===== src/include/gpio_resp_params.svh =====
// constants for the gpio and respiration pace control block
// assumes a 20 MHz core clock and a 32-bit apb register bus
//
// Notes on behaviour
// pin levels latch into the frame two clocks before ready falls
// four-bit field picks one odd and one even channel for pace
// pace amplifier power follows its bit; software turns unused ones off
// two-bit mode field picks disabled, external, internal or user input
// external mode forces pins two to four to outputs
// external mode: pin three modulation, four demodulation, two their xor
// frequency field gives 64 or 32 kHz; other codes square waves, no xor
// three-bit phase field delays demodulation 22.5 to 157.5 degrees; code 7 here gives 180 degrees
// internal mode enables modulation and demodulation blocks separately
// internal mode leaves pins to gpio and dedicates channel one
// user mode forces pins two to four to inputs
// software must not pick user mode with internal oscillator selected
// each pin has its own direction bit
// reading levels returns the actual pin levels
// level write ignored on inputs, drives value on outputs
// all pins are inputs after reset
// outside party drives every input pin, never floating
// software pace detection should run at 8 kSPS or more
// filter output needs three data periods to settle after a step
// clock source pin low picks external clock, high internal
// disabled or internal mode return pins to direction and level bits
`ifndef GPIO_RESP_PARAMS_SVH
`define GPIO_RESP_PARAMS_SVH

`define ADDR_PIN_CTRL 12'h000
`define ADDR_RESP_SET 12'h004
`define ADDR_PACE_CTRL 12'h008
`define ADDR_STATUS 12'h00C
`define ADDR_FRAME 12'h010

`define CORE_CLK_HZ 20000000
`define FREQ_64K_HZ 64000
`define FREQ_32K_HZ 32000
`define PHASE_STEPS 16
`define FRAME_LATCH_CLKS 2
`define SETTLE_PERIODS 3

`define MODE_OFF 2'h0
`define MODE_EXT 2'h1
`define MODE_INT 2'h2
`define MODE_USER 2'h3
`define FREQ_64K 3'h0
`define FREQ_32K 3'h1

`endif


===== src/include/gpio_resp_pkg.sv =====
// types for the gpio and respiration pace control block
// assumes the params header is included by users
package gpio_resp_pkg;
    typedef struct packed {
        logic [3:0] dir;
        logic [3:0] level;
    } pin_ctrl_s;

    typedef struct packed {
        logic [1:0] mode;
        logic [2:0] freq;
        logic [2:0] phase;
        logic mod_en;
        logic demod_en;
    } resp_mode_sel_s;

    typedef enum logic [2:0] {
        SET_IDLE = 3'b001,
        SET_WAIT = 3'b010,
        SET_DONE = 3'b100
    } settle_e;
endpackage : gpio_resp_pkg


===== src/core/gpio_resp_pace.sv =====
// gpio pins, respiration clock generation and pace channel control
// assumes an apb master on CORE_CLK and pins sampled from outside
`timescale 1ns/10ps
`default_nettype none
`include "gpio_resp_params.svh"

module gpio_resp_pace
    import gpio_resp_pkg::*;
#(
    parameter int SETTLE_CLKS = 5000
) (
    input wire logic CORE_CLK,
    input wire logic RST,
    input wire logic CLK_EN,
    input wire logic PSEL,
    input wire logic PENABLE,
    input wire logic PWRITE,
    input wire logic [11:0] PADDR,
    input wire logic [31:0] PWDATA,
    output logic [31:0] PRDATA,
    output logic PREADY,
    output logic PSLVERR,
    input wire logic [3:0] PIN_IN,
    output logic [3:0] PIN_OUT,
    output logic [3:0] PIN_OE,
    input wire logic CLK_SOURCE_PIN,
    input wire logic CONVERSION_READY_N,
    output logic [3:0] PACE_CHAN_SEL,
    output logic PACE_AMP_POWER,
    output logic MOD_BLOCK_EN,
    output logic DEMOD_BLOCK_EN,
    output logic CH1_RESP_ONLY,
    output logic INT_OSC_SEL,
    output logic FILTER_SETTLED
);
    localparam int HALF64 = `CORE_CLK_HZ / (`FREQ_64K_HZ * 2);
    localparam int HALF32 = `CORE_CLK_HZ / (`FREQ_32K_HZ * 2);
    localparam int LATCH_CLKS = `FRAME_LATCH_CLKS;

    // ---------------------------------------------------------------
    // pin synchronisers
    // ---------------------------------------------------------------
    logic [3:0] pin_s1_q, pin_s2_q, pin_s3_q, pin_lvl_q;
    logic clk_s1_q, clk_s2_q, clk_s3_q, clk_lvl_q;
    logic rdy_s1_q, rdy_s2_q, rdy_s3_q, rdy_lvl_q;

    always_ff @(posedge CORE_CLK) begin
        if (RST) begin
            pin_s1_q <= 4'h0;
            pin_s2_q <= 4'h0;
            pin_s3_q <= 4'h0;
            clk_s1_q <= 1'b0;
            clk_s2_q <= 1'b0;
            clk_s3_q <= 1'b0;
            // ready idles high; high stages avoid a false edge after reset
            rdy_s1_q <= 1'b1;
            rdy_s2_q <= 1'b1;
            rdy_s3_q <= 1'b1;
        end else if (CLK_EN) begin
            pin_s1_q <= PIN_IN;
            pin_s2_q <= pin_s1_q;
            pin_s3_q <= pin_s2_q;
            clk_s1_q <= CLK_SOURCE_PIN;
            clk_s2_q <= clk_s1_q;
            clk_s3_q <= clk_s2_q;
            rdy_s1_q <= CONVERSION_READY_N;
            rdy_s2_q <= rdy_s1_q;
            rdy_s3_q <= rdy_s2_q;
        end
    end

    // a change counts once the second and third stages agree
    always_ff @(posedge CORE_CLK) begin
        if (RST) begin
            pin_lvl_q <= 4'h0;
            clk_lvl_q <= 1'b0;
            rdy_lvl_q <= 1'b1;
        end else if (CLK_EN) begin
            for (int i = 0; i < 4; i++) begin
                if (pin_s2_q[i] == pin_s3_q[i]) begin
                    pin_lvl_q[i] <= pin_s3_q[i];
                end
            end
            if (clk_s2_q == clk_s3_q) begin
                clk_lvl_q <= clk_s3_q;
            end
            if (rdy_s2_q == rdy_s3_q) begin
                rdy_lvl_q <= rdy_s3_q;
            end
        end
    end

    assign INT_OSC_SEL = clk_lvl_q;

    // ---------------------------------------------------------------
    // decode helpers
    // ---------------------------------------------------------------
    // strobe qualified by one register's byte address
    function automatic logic reg_hit(input logic strobe,
        input logic [11:0] addr, input logic [11:0] reg_addr);
        return strobe && (addr == reg_addr);
    endfunction : reg_hit

    // external and user modes take pins two to four from gpio control
    function automatic logic [3:0] taken_pins(input logic [1:0] mode);
        return (mode == `MODE_EXT || mode == `MODE_USER) ? 4'hE : 4'h0;
    endfunction : taken_pins

    // ---------------------------------------------------------------
    // register file
    // ---------------------------------------------------------------
    pin_ctrl_s pin_q;
    resp_mode_sel_s resp_q;
    logic [3:0] pace_sel_q;
    logic pace_pwr_q;
    logic [3:0] frame_q;
    logic [31:0] prdata_q;
    logic [3:0] pin_now;
    logic [3:0] forced_mask;
    logic wr_en, rd_en, addr_ok;

    // every register is a flop, so no wait states are needed
    assign PREADY = 1'b1;
    assign wr_en = PSEL && PENABLE && PWRITE && CLK_EN;
    assign rd_en = PSEL && !PENABLE && !PWRITE && CLK_EN;
    assign addr_ok = (PADDR == `ADDR_PIN_CTRL) || (PADDR == `ADDR_RESP_SET)
        || (PADDR == `ADDR_PACE_CTRL) || (PADDR == `ADDR_STATUS)
        || (PADDR == `ADDR_FRAME);
    // unmapped addresses answer with an error; writes there are dropped
    assign PSLVERR = PSEL && PENABLE && !addr_ok;
    assign PRDATA = prdata_q;

    // pins two to four leave gpio control in external and user modes
    assign forced_mask = taken_pins(resp_q.mode);

    always_ff @(posedge CORE_CLK) begin
        if (RST) begin
            pin_q <= '0;
            resp_q <= '0;
            pace_sel_q <= 4'h0;
            pace_pwr_q <= 1'b0;
        end else if (wr_en) begin
            case (PADDR)
                `ADDR_PIN_CTRL: begin
                    pin_q.dir <= PWDATA[3:0];
                    // a level bit moves only where this write makes an output
                    for (int i = 0; i < 4; i++) begin
                        if (PWDATA[i]) begin
                            pin_q.level[i] <= PWDATA[4+i];
                        end
                    end
                end
                `ADDR_RESP_SET: begin
                    resp_q <= PWDATA[9:0];
                end
                `ADDR_PACE_CTRL: begin
                    pace_sel_q <= PWDATA[4:1];
                    pace_pwr_q <= PWDATA[0];
                end
                default: begin
                end
            endcase
        end
    end

    // reads capture in the setup cycle so data is ready with the access
    always_ff @(posedge CORE_CLK) begin
        if (RST) begin
            prdata_q <= 32'h0;
        end else if (rd_en) begin
            case (PADDR)
                `ADDR_PIN_CTRL: prdata_q <= {24'h0, pin_now, pin_q.dir};
                `ADDR_RESP_SET: prdata_q <= {22'h0, resp_q};
                `ADDR_PACE_CTRL: prdata_q <= {27'h0, pace_sel_q, pace_pwr_q};
                `ADDR_STATUS: prdata_q <= {29'h0, FILTER_SETTLED,
                    CH1_RESP_ONLY, clk_lvl_q};
                `ADDR_FRAME: prdata_q <= {28'h0, frame_q};
                default: prdata_q <= 32'h0;
            endcase
        end
    end

    assign PACE_CHAN_SEL = pace_sel_q;
    assign PACE_AMP_POWER = pace_pwr_q;

    // ---------------------------------------------------------------
    // respiration clock generation
    // ---------------------------------------------------------------
    logic [9:0] div_q;
    logic [3:0] step_q;
    logic mod_q, demod_q;
    logic [9:0] half_cnt;
    logic [3:0] phase_steps;
    logic demod_sig, std_freq;

    assign std_freq = (resp_q.freq == `FREQ_64K)
        || (resp_q.freq == `FREQ_32K);
    assign half_cnt = (resp_q.freq == `FREQ_64K) ? 10'(HALF64 / 8)
        : 10'(HALF32 / 8);
    // phase code n gives (n+1)*22.5 degrees, one sixteenth period per step
    assign phase_steps = {1'b0, resp_q.phase} + 4'h1;

    // sixteen sub-steps per period; hold off in disabled mode saves power
    always_ff @(posedge CORE_CLK) begin
        if (RST || resp_q.mode == `MODE_OFF) begin
            div_q <= 10'h0;
            step_q <= 4'h0;
        end else if (CLK_EN) begin
            if (div_q >= half_cnt - 10'h1) begin
                div_q <= 10'h0;
                step_q <= step_q + 4'h1;
            end else begin
                div_q <= div_q + 10'h1;
            end
        end
    end

    always_ff @(posedge CORE_CLK) begin
        if (RST) begin
            mod_q <= 1'b0;
            demod_q <= 1'b0;
        end else if (CLK_EN) begin
            mod_q <= step_q[3];
            demod_q <= demod_sig;
        end
    end
    // demodulation rises phase_steps sub-steps after modulation rises
    assign demod_sig = 4'(step_q - phase_steps) >= 4'h8;

    assign MOD_BLOCK_EN = resp_q.mode == `MODE_INT && resp_q.mod_en;
    assign DEMOD_BLOCK_EN = resp_q.mode == `MODE_INT
        && resp_q.demod_en;
    assign CH1_RESP_ONLY = resp_q.mode == `MODE_INT;

    // ---------------------------------------------------------------
    // pin drive
    // ---------------------------------------------------------------
    logic [3:0] pin_out_q, pin_oe_q;

    // direction: gpio bits unless a respiration mode owns the pin
    always_ff @(posedge CORE_CLK) begin
        if (RST) begin
            pin_oe_q <= 4'h0;
        end else if (CLK_EN) begin
            pin_oe_q <= pin_q.dir & ~forced_mask;
            case (resp_q.mode)
                `MODE_EXT: pin_oe_q[3:1] <= 3'b111;
                `MODE_USER: pin_oe_q[3:1] <= 3'b000;
                default: begin
                end
            endcase
        end
    end

    // drive value; both clocks come from flops so the xor has no skew
    always_ff @(posedge CORE_CLK) begin
        if (RST) begin
            pin_out_q <= 4'h0;
        end else if (CLK_EN) begin
            pin_out_q <= pin_q.level;
            if (resp_q.mode == `MODE_EXT) begin
                pin_out_q[2] <= mod_q;
                pin_out_q[3] <= demod_q;
                pin_out_q[1] <= std_freq & (mod_q ^ demod_q);
            end
        end
    end
    assign PIN_OUT = pin_out_q;
    assign PIN_OE = pin_oe_q;
    // outputs read back as driven, inputs as sampled
    assign pin_now = (pin_oe_q & pin_out_q) | (~pin_oe_q & pin_lvl_q);

    // ---------------------------------------------------------------
    // frame sampling and filter settling
    // ---------------------------------------------------------------
    // ready arrives through the synchroniser; the frame takes the levels
    // held a fixed number of clocks before the falling edge is seen
    logic [3:0] hist_q [LATCH_CLKS];
    logic rdy_prev_q;
    logic rdy_fall;
    settle_e st_q;
    logic [31:0] settle_q;
    logic resp_wr;

    assign rdy_fall = rdy_prev_q && !rdy_lvl_q;
    assign resp_wr = reg_hit(wr_en, PADDR, `ADDR_RESP_SET);

    always_ff @(posedge CORE_CLK) begin
        if (RST) begin
            rdy_prev_q <= 1'b1;
            for (int k = 0; k < LATCH_CLKS; k++) begin
                hist_q[k] <= 4'h0;
            end
        end else if (CLK_EN) begin
            rdy_prev_q <= rdy_lvl_q;
            hist_q[0] <= pin_now;
            for (int k = 1; k < LATCH_CLKS; k++) begin
                hist_q[k] <= hist_q[k-1];
            end
        end
    end

    always_ff @(posedge CORE_CLK) begin
        if (RST) begin
            frame_q <= 4'h0;
        end else if (CLK_EN && rdy_fall) begin
            frame_q <= hist_q[LATCH_CLKS-1];
        end
    end

    // settle timer restarts whenever respiration settings change
    always_ff @(posedge CORE_CLK) begin
        if (RST) begin
            st_q <= SET_IDLE;
            settle_q <= 32'h0;
        end else if (CLK_EN) begin
            case (st_q)
                SET_IDLE: begin
                    settle_q <= 32'(SETTLE_CLKS * `SETTLE_PERIODS);
                    st_q <= SET_WAIT;
                end
                SET_WAIT: begin
                    // a write at expiry restarts, so settled is never stale
                    if (resp_wr) begin
                        st_q <= SET_IDLE;
                    end else if (settle_q == 32'h1) begin
                        st_q <= SET_DONE;
                    end else begin
                        settle_q <= settle_q - 32'h1;
                    end
                end
                SET_DONE: begin
                    if (resp_wr) begin
                        st_q <= SET_IDLE;
                    end
                end
                default: st_q <= SET_IDLE;
            endcase
        end
    end
    assign FILTER_SETTLED = st_q == SET_DONE;
endmodule : gpio_resp_pace
`default_nettype wire


===== config.mk =====
export PLATFORM = sky130hd
export DESIGN_NAME = gpio_resp_pace
export DESIGN_NICKNAME = d
export VERILOG_FILES = /design/src/include/gpio_resp_pkg.sv /design/src/core/gpio_resp_pace.sv
export VERILOG_INCLUDE_DIRS = /design/src /design/src/include
export SDC_FILE = /design/constraint.sdc
export NUM_CORES = 1
export LEC_CHECK = 0
export ABC_CLOCK_PERIOD_IN_PS = 2200
export BUFFER_PORTS_ARGS = -buffer_cell sky130_fd_sc_hd__buf_4
export CORE_ASPECT_RATIO = 1.2
export CORE_UTILIZATION = 45
export CTS_BUF_LIST = sky130_fd_sc_hd__clkbuf_2
export DETAILED_ROUTE_END_ITERATION = 7
export GPL_ROUTABILITY_DRIVEN = 0
export PLACE_DENSITY_LB_ADDON = 0.25
export SLEW_MARGIN = 40
export SYNTH_ARGS = -nofsm -noshare
export SYNTH_HDL_FRONTEND = slang
export SYNTH_SLANG_ARGS = --single-unit

===== constraint.sdc =====
create_clock -name CORE_CLK -period 2.2 [get_ports CORE_CLK]
set_clock_uncertainty 0.05 [all_clocks]
set_input_delay 0.11 -clock CORE_CLK [delete_from_list [all_inputs] [get_ports CORE_CLK]]
set_output_delay 0.11 -clock CORE_CLK [all_outputs]
set_load 0.01 [all_outputs]

### Yosys cells after proc, flatten, opt, wreduce, memory -nomap -nowiden

Memory sizes are Yosys's and may differ from the RTL's. A register that Yosys moved wholly into a read port is not among the register bits.
Index checks and enable logic that the tools add are counted.

* register bits after elaboration: 139
* memory bits (writable): 8
* bits of input ports: 56
* output and inout bits: 52
* word-level logic and storage cells: 141
* memories: 1

Memories
* hist_q: depth 2, width 4, rd ports 2, clocked after memory_dff 1, wr ports 2, line gpio_resp_pace.sv:278 `logic [3:0] hist_q [LATCH_CLKS];`

* $add $sub $neg: 6
* $lt $le $gt $ge: 2
* eq/ne operators: 22
* multiplexer cells: 20
* bitwise logic cells: 10
* reductions and logical operators: 43

Operators by type and width (number)
* $mux 32: 2
* $pmux 32 s2: 1
* $pmux 10 s5: 1
* $eq 32x1->1 const B: 1
* $sub 32x1->32 const B: 1
* $eq 12x4->1 const B: 2
* $reduce_and 2->1: 10
* $reduce_and 3->1: 5
* $and 4x4->4: 3
* $eq 12x3->1 const B: 1
* $eq 12x5->1 const B: 1
* $logic_and 1x1->1: 12
* $logic_not 12->1: 1
* $mux 3: 4
* $mux 4: 3
* $add 10x1->10 const B: 1
* $ge 10x10->1: 1
* $mux 10: 1
* $pmux 3 s3: 1
* $not 4->4: 2
* $logic_or 1x1->1: 7
* $sub 6x1->7 const B: 1
* $eq 1x1->1: 6
* $eq 3x1->1 const B: 2
* other kinds (23): 33

### Depth between registers and ports, before layout

* depth in word-level cells: 7
* mapped depth: 9

### Worst setup path before layout

No wires, ideal clock.

* kind: register to register
* start: register settle_q[23]
* end: register settle_q[30]
* arrival: 2212 ps
* data required time: 2080 ps
* path slack: -131 ps
* cell stages (with the launch flop): 6
* period minus slack after synthesis: 2331 ps
* cell sequence: dfxtp_1 or4_4 or4_4 or3_1 or4_1 a21oi_1

* longest elaborated chain between the ends: 4

RTL lines
* from (decl): line gpio_resp_pace.sv:282 `logic [31:0] settle_q;`
* from (signal assigned): line gpio_resp_pace.sv:319 `` settle_q <= 32'(SETTLE_CLKS * `SETTLE_PERIODS); ``
* from (signal assigned): line gpio_resp_pace.sv:329 `settle_q <= settle_q - 32'h1;`
* $sub 32x1->32: line gpio_resp_pace.sv:329
* $mux 32: line gpio_resp_pace.sv:326 `end else if (settle_q == 32'h1) begin`
* $mux 32: line gpio_resp_pace.sv:324 `if (resp_wr) begin`
* $pmux 32 s2: line gpio_resp_pace.sv:317 `case (st_q)`

Several ways; a longest one is shown, not always the timed one. The select of a mux whose other input is x is not followed.
A chain may end at the register's enable or synchronous reset.

### Worst setup path in the final report

* start: register settle_q[26]
* end: register settle_q[30]

The elaborated chain is that of the path after synthesis.

==> results_dict.tcl <==
set metrics [dict create \
    critPathKind "reg2reg" \
    via_per_inst 5.62 \
    design.die.area_um2 14300 \
    fillers 1139 \
    report.final.slew_viol_count 0 \
    grt_pass1_vias 5706 \
    synthMuxAreaShare 0.0872 \
    clock_sinks 129 \
    critPathSlowestCell "or4_4" \
    finalSetupViolCount 17 \
    synth_adder_area_share 0.0180 \
    ir_drop_v 0.000485 \
    ant_nets 0 \
    synth_compound_area_frac 0.147 \
    synthArstFlopShare 0 \
    synth_top_family_by_area "simple AND/OR/NAND/NOR gates" \
    cts_tree "done" \
    synthCells 703 \
    vias 5898 \
    yosys.area_share.simple 0.240 \
    maxCapViolCount 0 \
    cts_max_path_buffers 2 \
    yosys.area.top_type "dfxtp_1" \
    final.min_clock_period_ns 2.40 \
    numCtsBuffers 17 \
    initial_core_util 0.467 \
    place_ws_ns -0.166 \
    place_area_um2 7180 \
    num_io_pins 108 \
    cts_max_level 4 \
    multiInputGateArea_um2 3440 \
    drcViolationCount 0 \
    synth-xor-area-share 0.0140 \
    mostFrequentLayoutCells "130 x buf_4, 113 x dfxtp_1, 70 x nand2_1" \
    clk-insertion-delay-late_ns 0.74 \
    arrival_ns 3.02 \
    grt_first_pass_wirelength_mm 27.0 \
    max_freq_mhz 416 \
    yosysWarnings 0 \
    crit_top_cell "or4_4" \
    synth_top_area_share 0.388 \
    cp_max_fo 4 \
    end_kind "flop" \
    dieWidth_um 110 \
    layout_commonest_cell "buf_4" \
    grt_overflow_total 0 \
    ys_types 58 \
    area_growth_pct 31.7 \
    worstMarginPinSlew_ns 0.795 \
    p_total_w 0.00530 \
    syn_area_um2 6240 \
    rows 46 \
    drive_above_1_share 0.258 \
    powerDensity_nw_per_um2 645 \
    hold_path.class "in2reg" \
    antenna_found_initial 1 \
    routed_wl_mm 17.5 \
    final-seq-area_um2 2680 \
    synthTopCellsByArea "dfxtp_1 39%, mux2i_1 8.2%, a21oi_1 5.1%" \
    drt_pass1_iterations 5 \
    setup_slack_ns -0.204 \
    status "complete, but fails checks" \
    synth_flop_cell "dfxtp_1" \
    yosysSeqAreaShare 0.427 \
    nets 933 \
    r2r_slack_ns -0.20 \
    maxSlewHeadroom 0.466 \
    cts_root_buffer "clkbuf_2" \
    cts.clk_slew.worst_paths_ns 0.19 \
    rsz0062_at_grt "yes" \
    crit_path_cell_trace "or4_4 > or4_4 > or3_4 > or4_1 > a21oi_1" \
    hold_viol_final 0 \
    syn_area_per_cell_um2 8.88 \
    portBuffers 62 \
    ys_ff_latch 129 \
    violations "setup timing" \
    critPathMaxStageDelay_ns 0.54 \
    track_usage 0.243 \
    synth_edf_count 8 \
    cp.required_ns 2.82 \
    dp_hpwl_mm 11.5 \
    grt_start_max_net_pins 56 \
    finalCritPeriodShare 1.09 \
    core_area_um2 13400 \
    hold_ws_ns 0.0646 \
    drt-initial-drc-count 378 \
    fin_area_um2 8220 \
    leakagePower_nw 3.41 \
    critPathLaunchType "flop" \
    die_y_um 131 \
    wire_per_inst_um 16.6 \
]
where the power goes:
group	total [W]	internal (W)	leakage (nW)	switching [W]
logic	0.00111	0.000539	2.17	0.000571
clock network	0.00167	0.000748	0.158	0.000926
registers	0.00252	0.00244	1.07	0.0000742
total	0.00530	0.00373	3.41	0.00157
synth_stat cells, types with 5 or more instances:
master / instances
a21o_1: 5
a21oi_1: 63
a22oi_1: 5
a31oi_1: 6
and2_1: 5
and3_1: 14
buf_1: 6
buf_4: 26
clkbuf_1: 21
dfxtp_1: 121
edfxtp_1: 8
ha_1: 9
inv_1: 12
mux2i_1: 51
nand2_1: 72
nand2b_1: 5
nand3_1: 10
nand4_1: 13
nor2_1: 52
nor3_1: 16
nor4_1: 12
o21ai_0: 24
o31ai_1: 22
or2_2: 7
or3_1: 21
or4_1: 24
xor2_1: 6
kinds of logic after synthesis:
logic type                 after synthesis
adders and majority gates                9
and+or+nand+nor                        278
xor gates and xnor gates                10
AOI/OAI and AO/OA                      148
DFF                                    129
other                                    2
buffers and inverters                   73
muxes                                   54
cell type report:
cell class	count	share of cell area
antenna	1	0.000304
tap	168	0.0256
clock buffer	18	0.0110
timing repair buffer	186	0.191
clock inverter	14	0.0230
multi-input combinational	522	0.419
sequential	129	0.325
inverter	12	0.00548
per-stage QoR:
step	std cells	util	TNS (ns)
after floorplan	724	-	-0.142
after global placement	960	0.538	-3.25
after detailed placement	960	0.538	-3.31
after CTS	1045	0.603	-1.00
after global routing	1050	0.616	-2.55
final	1050	0.616	-0.988
state kept, by name, indices dropped and copies added, names as in the netlist, 3 cells and up:
signal,cells
pin_q,8
PACE_CHAN_SEL,4
pin_lvl_q,4
settle_q,32
st_q,3
step_q,4
frame_q,4
hist_q,8
PRDATA,10
pin_s2_q,4
resp_q,10
pin_s3_q,4
PIN_OE,4
pin_s1_q,4
PIN_OUT,4
div_q,10
repair_timing:
item | CTS | global route
endpoints found under the setup margin | 31 | 43
endpoints found under the hold margin | 115 | 0
hold buffers | 49 | 0
gates resized for setup | 13 | 39
buffers inserted | 4 | 4
pin swaps | 12 | 13
metal layers:
layer / up-vias / share of wire / track usage
li1: 2855 / - / -
met1: 2841 / 0.41 / 0.271
met2: 169 / 0.53 / 0.445
met3: 33 / 0.042 / 0.0486
met4: 0 / 0.024 / 0.109
met5: - / 0 / 0
critical path: cells and delay by family, from the launching register on:
family	cells	cell delay [ns]
AOI/OAI and AO/OA	1	0.14
DFF	1	0.36
and+or+nand+nor	4	1.81
worst paths after layout:
kind / depth (start not counted) / from / end
worst max-delay path: 5 / settle_q[26] / settle_q[30]
worst min-delay path: 6 / PENABLE / resp_q[4]
worst max register to register: 5 / settle_q[26] / settle_q[30]
worst min register to register: 2 / rdy_s3_q / rdy_s3_q
Power figures use the tool's default switching activity.
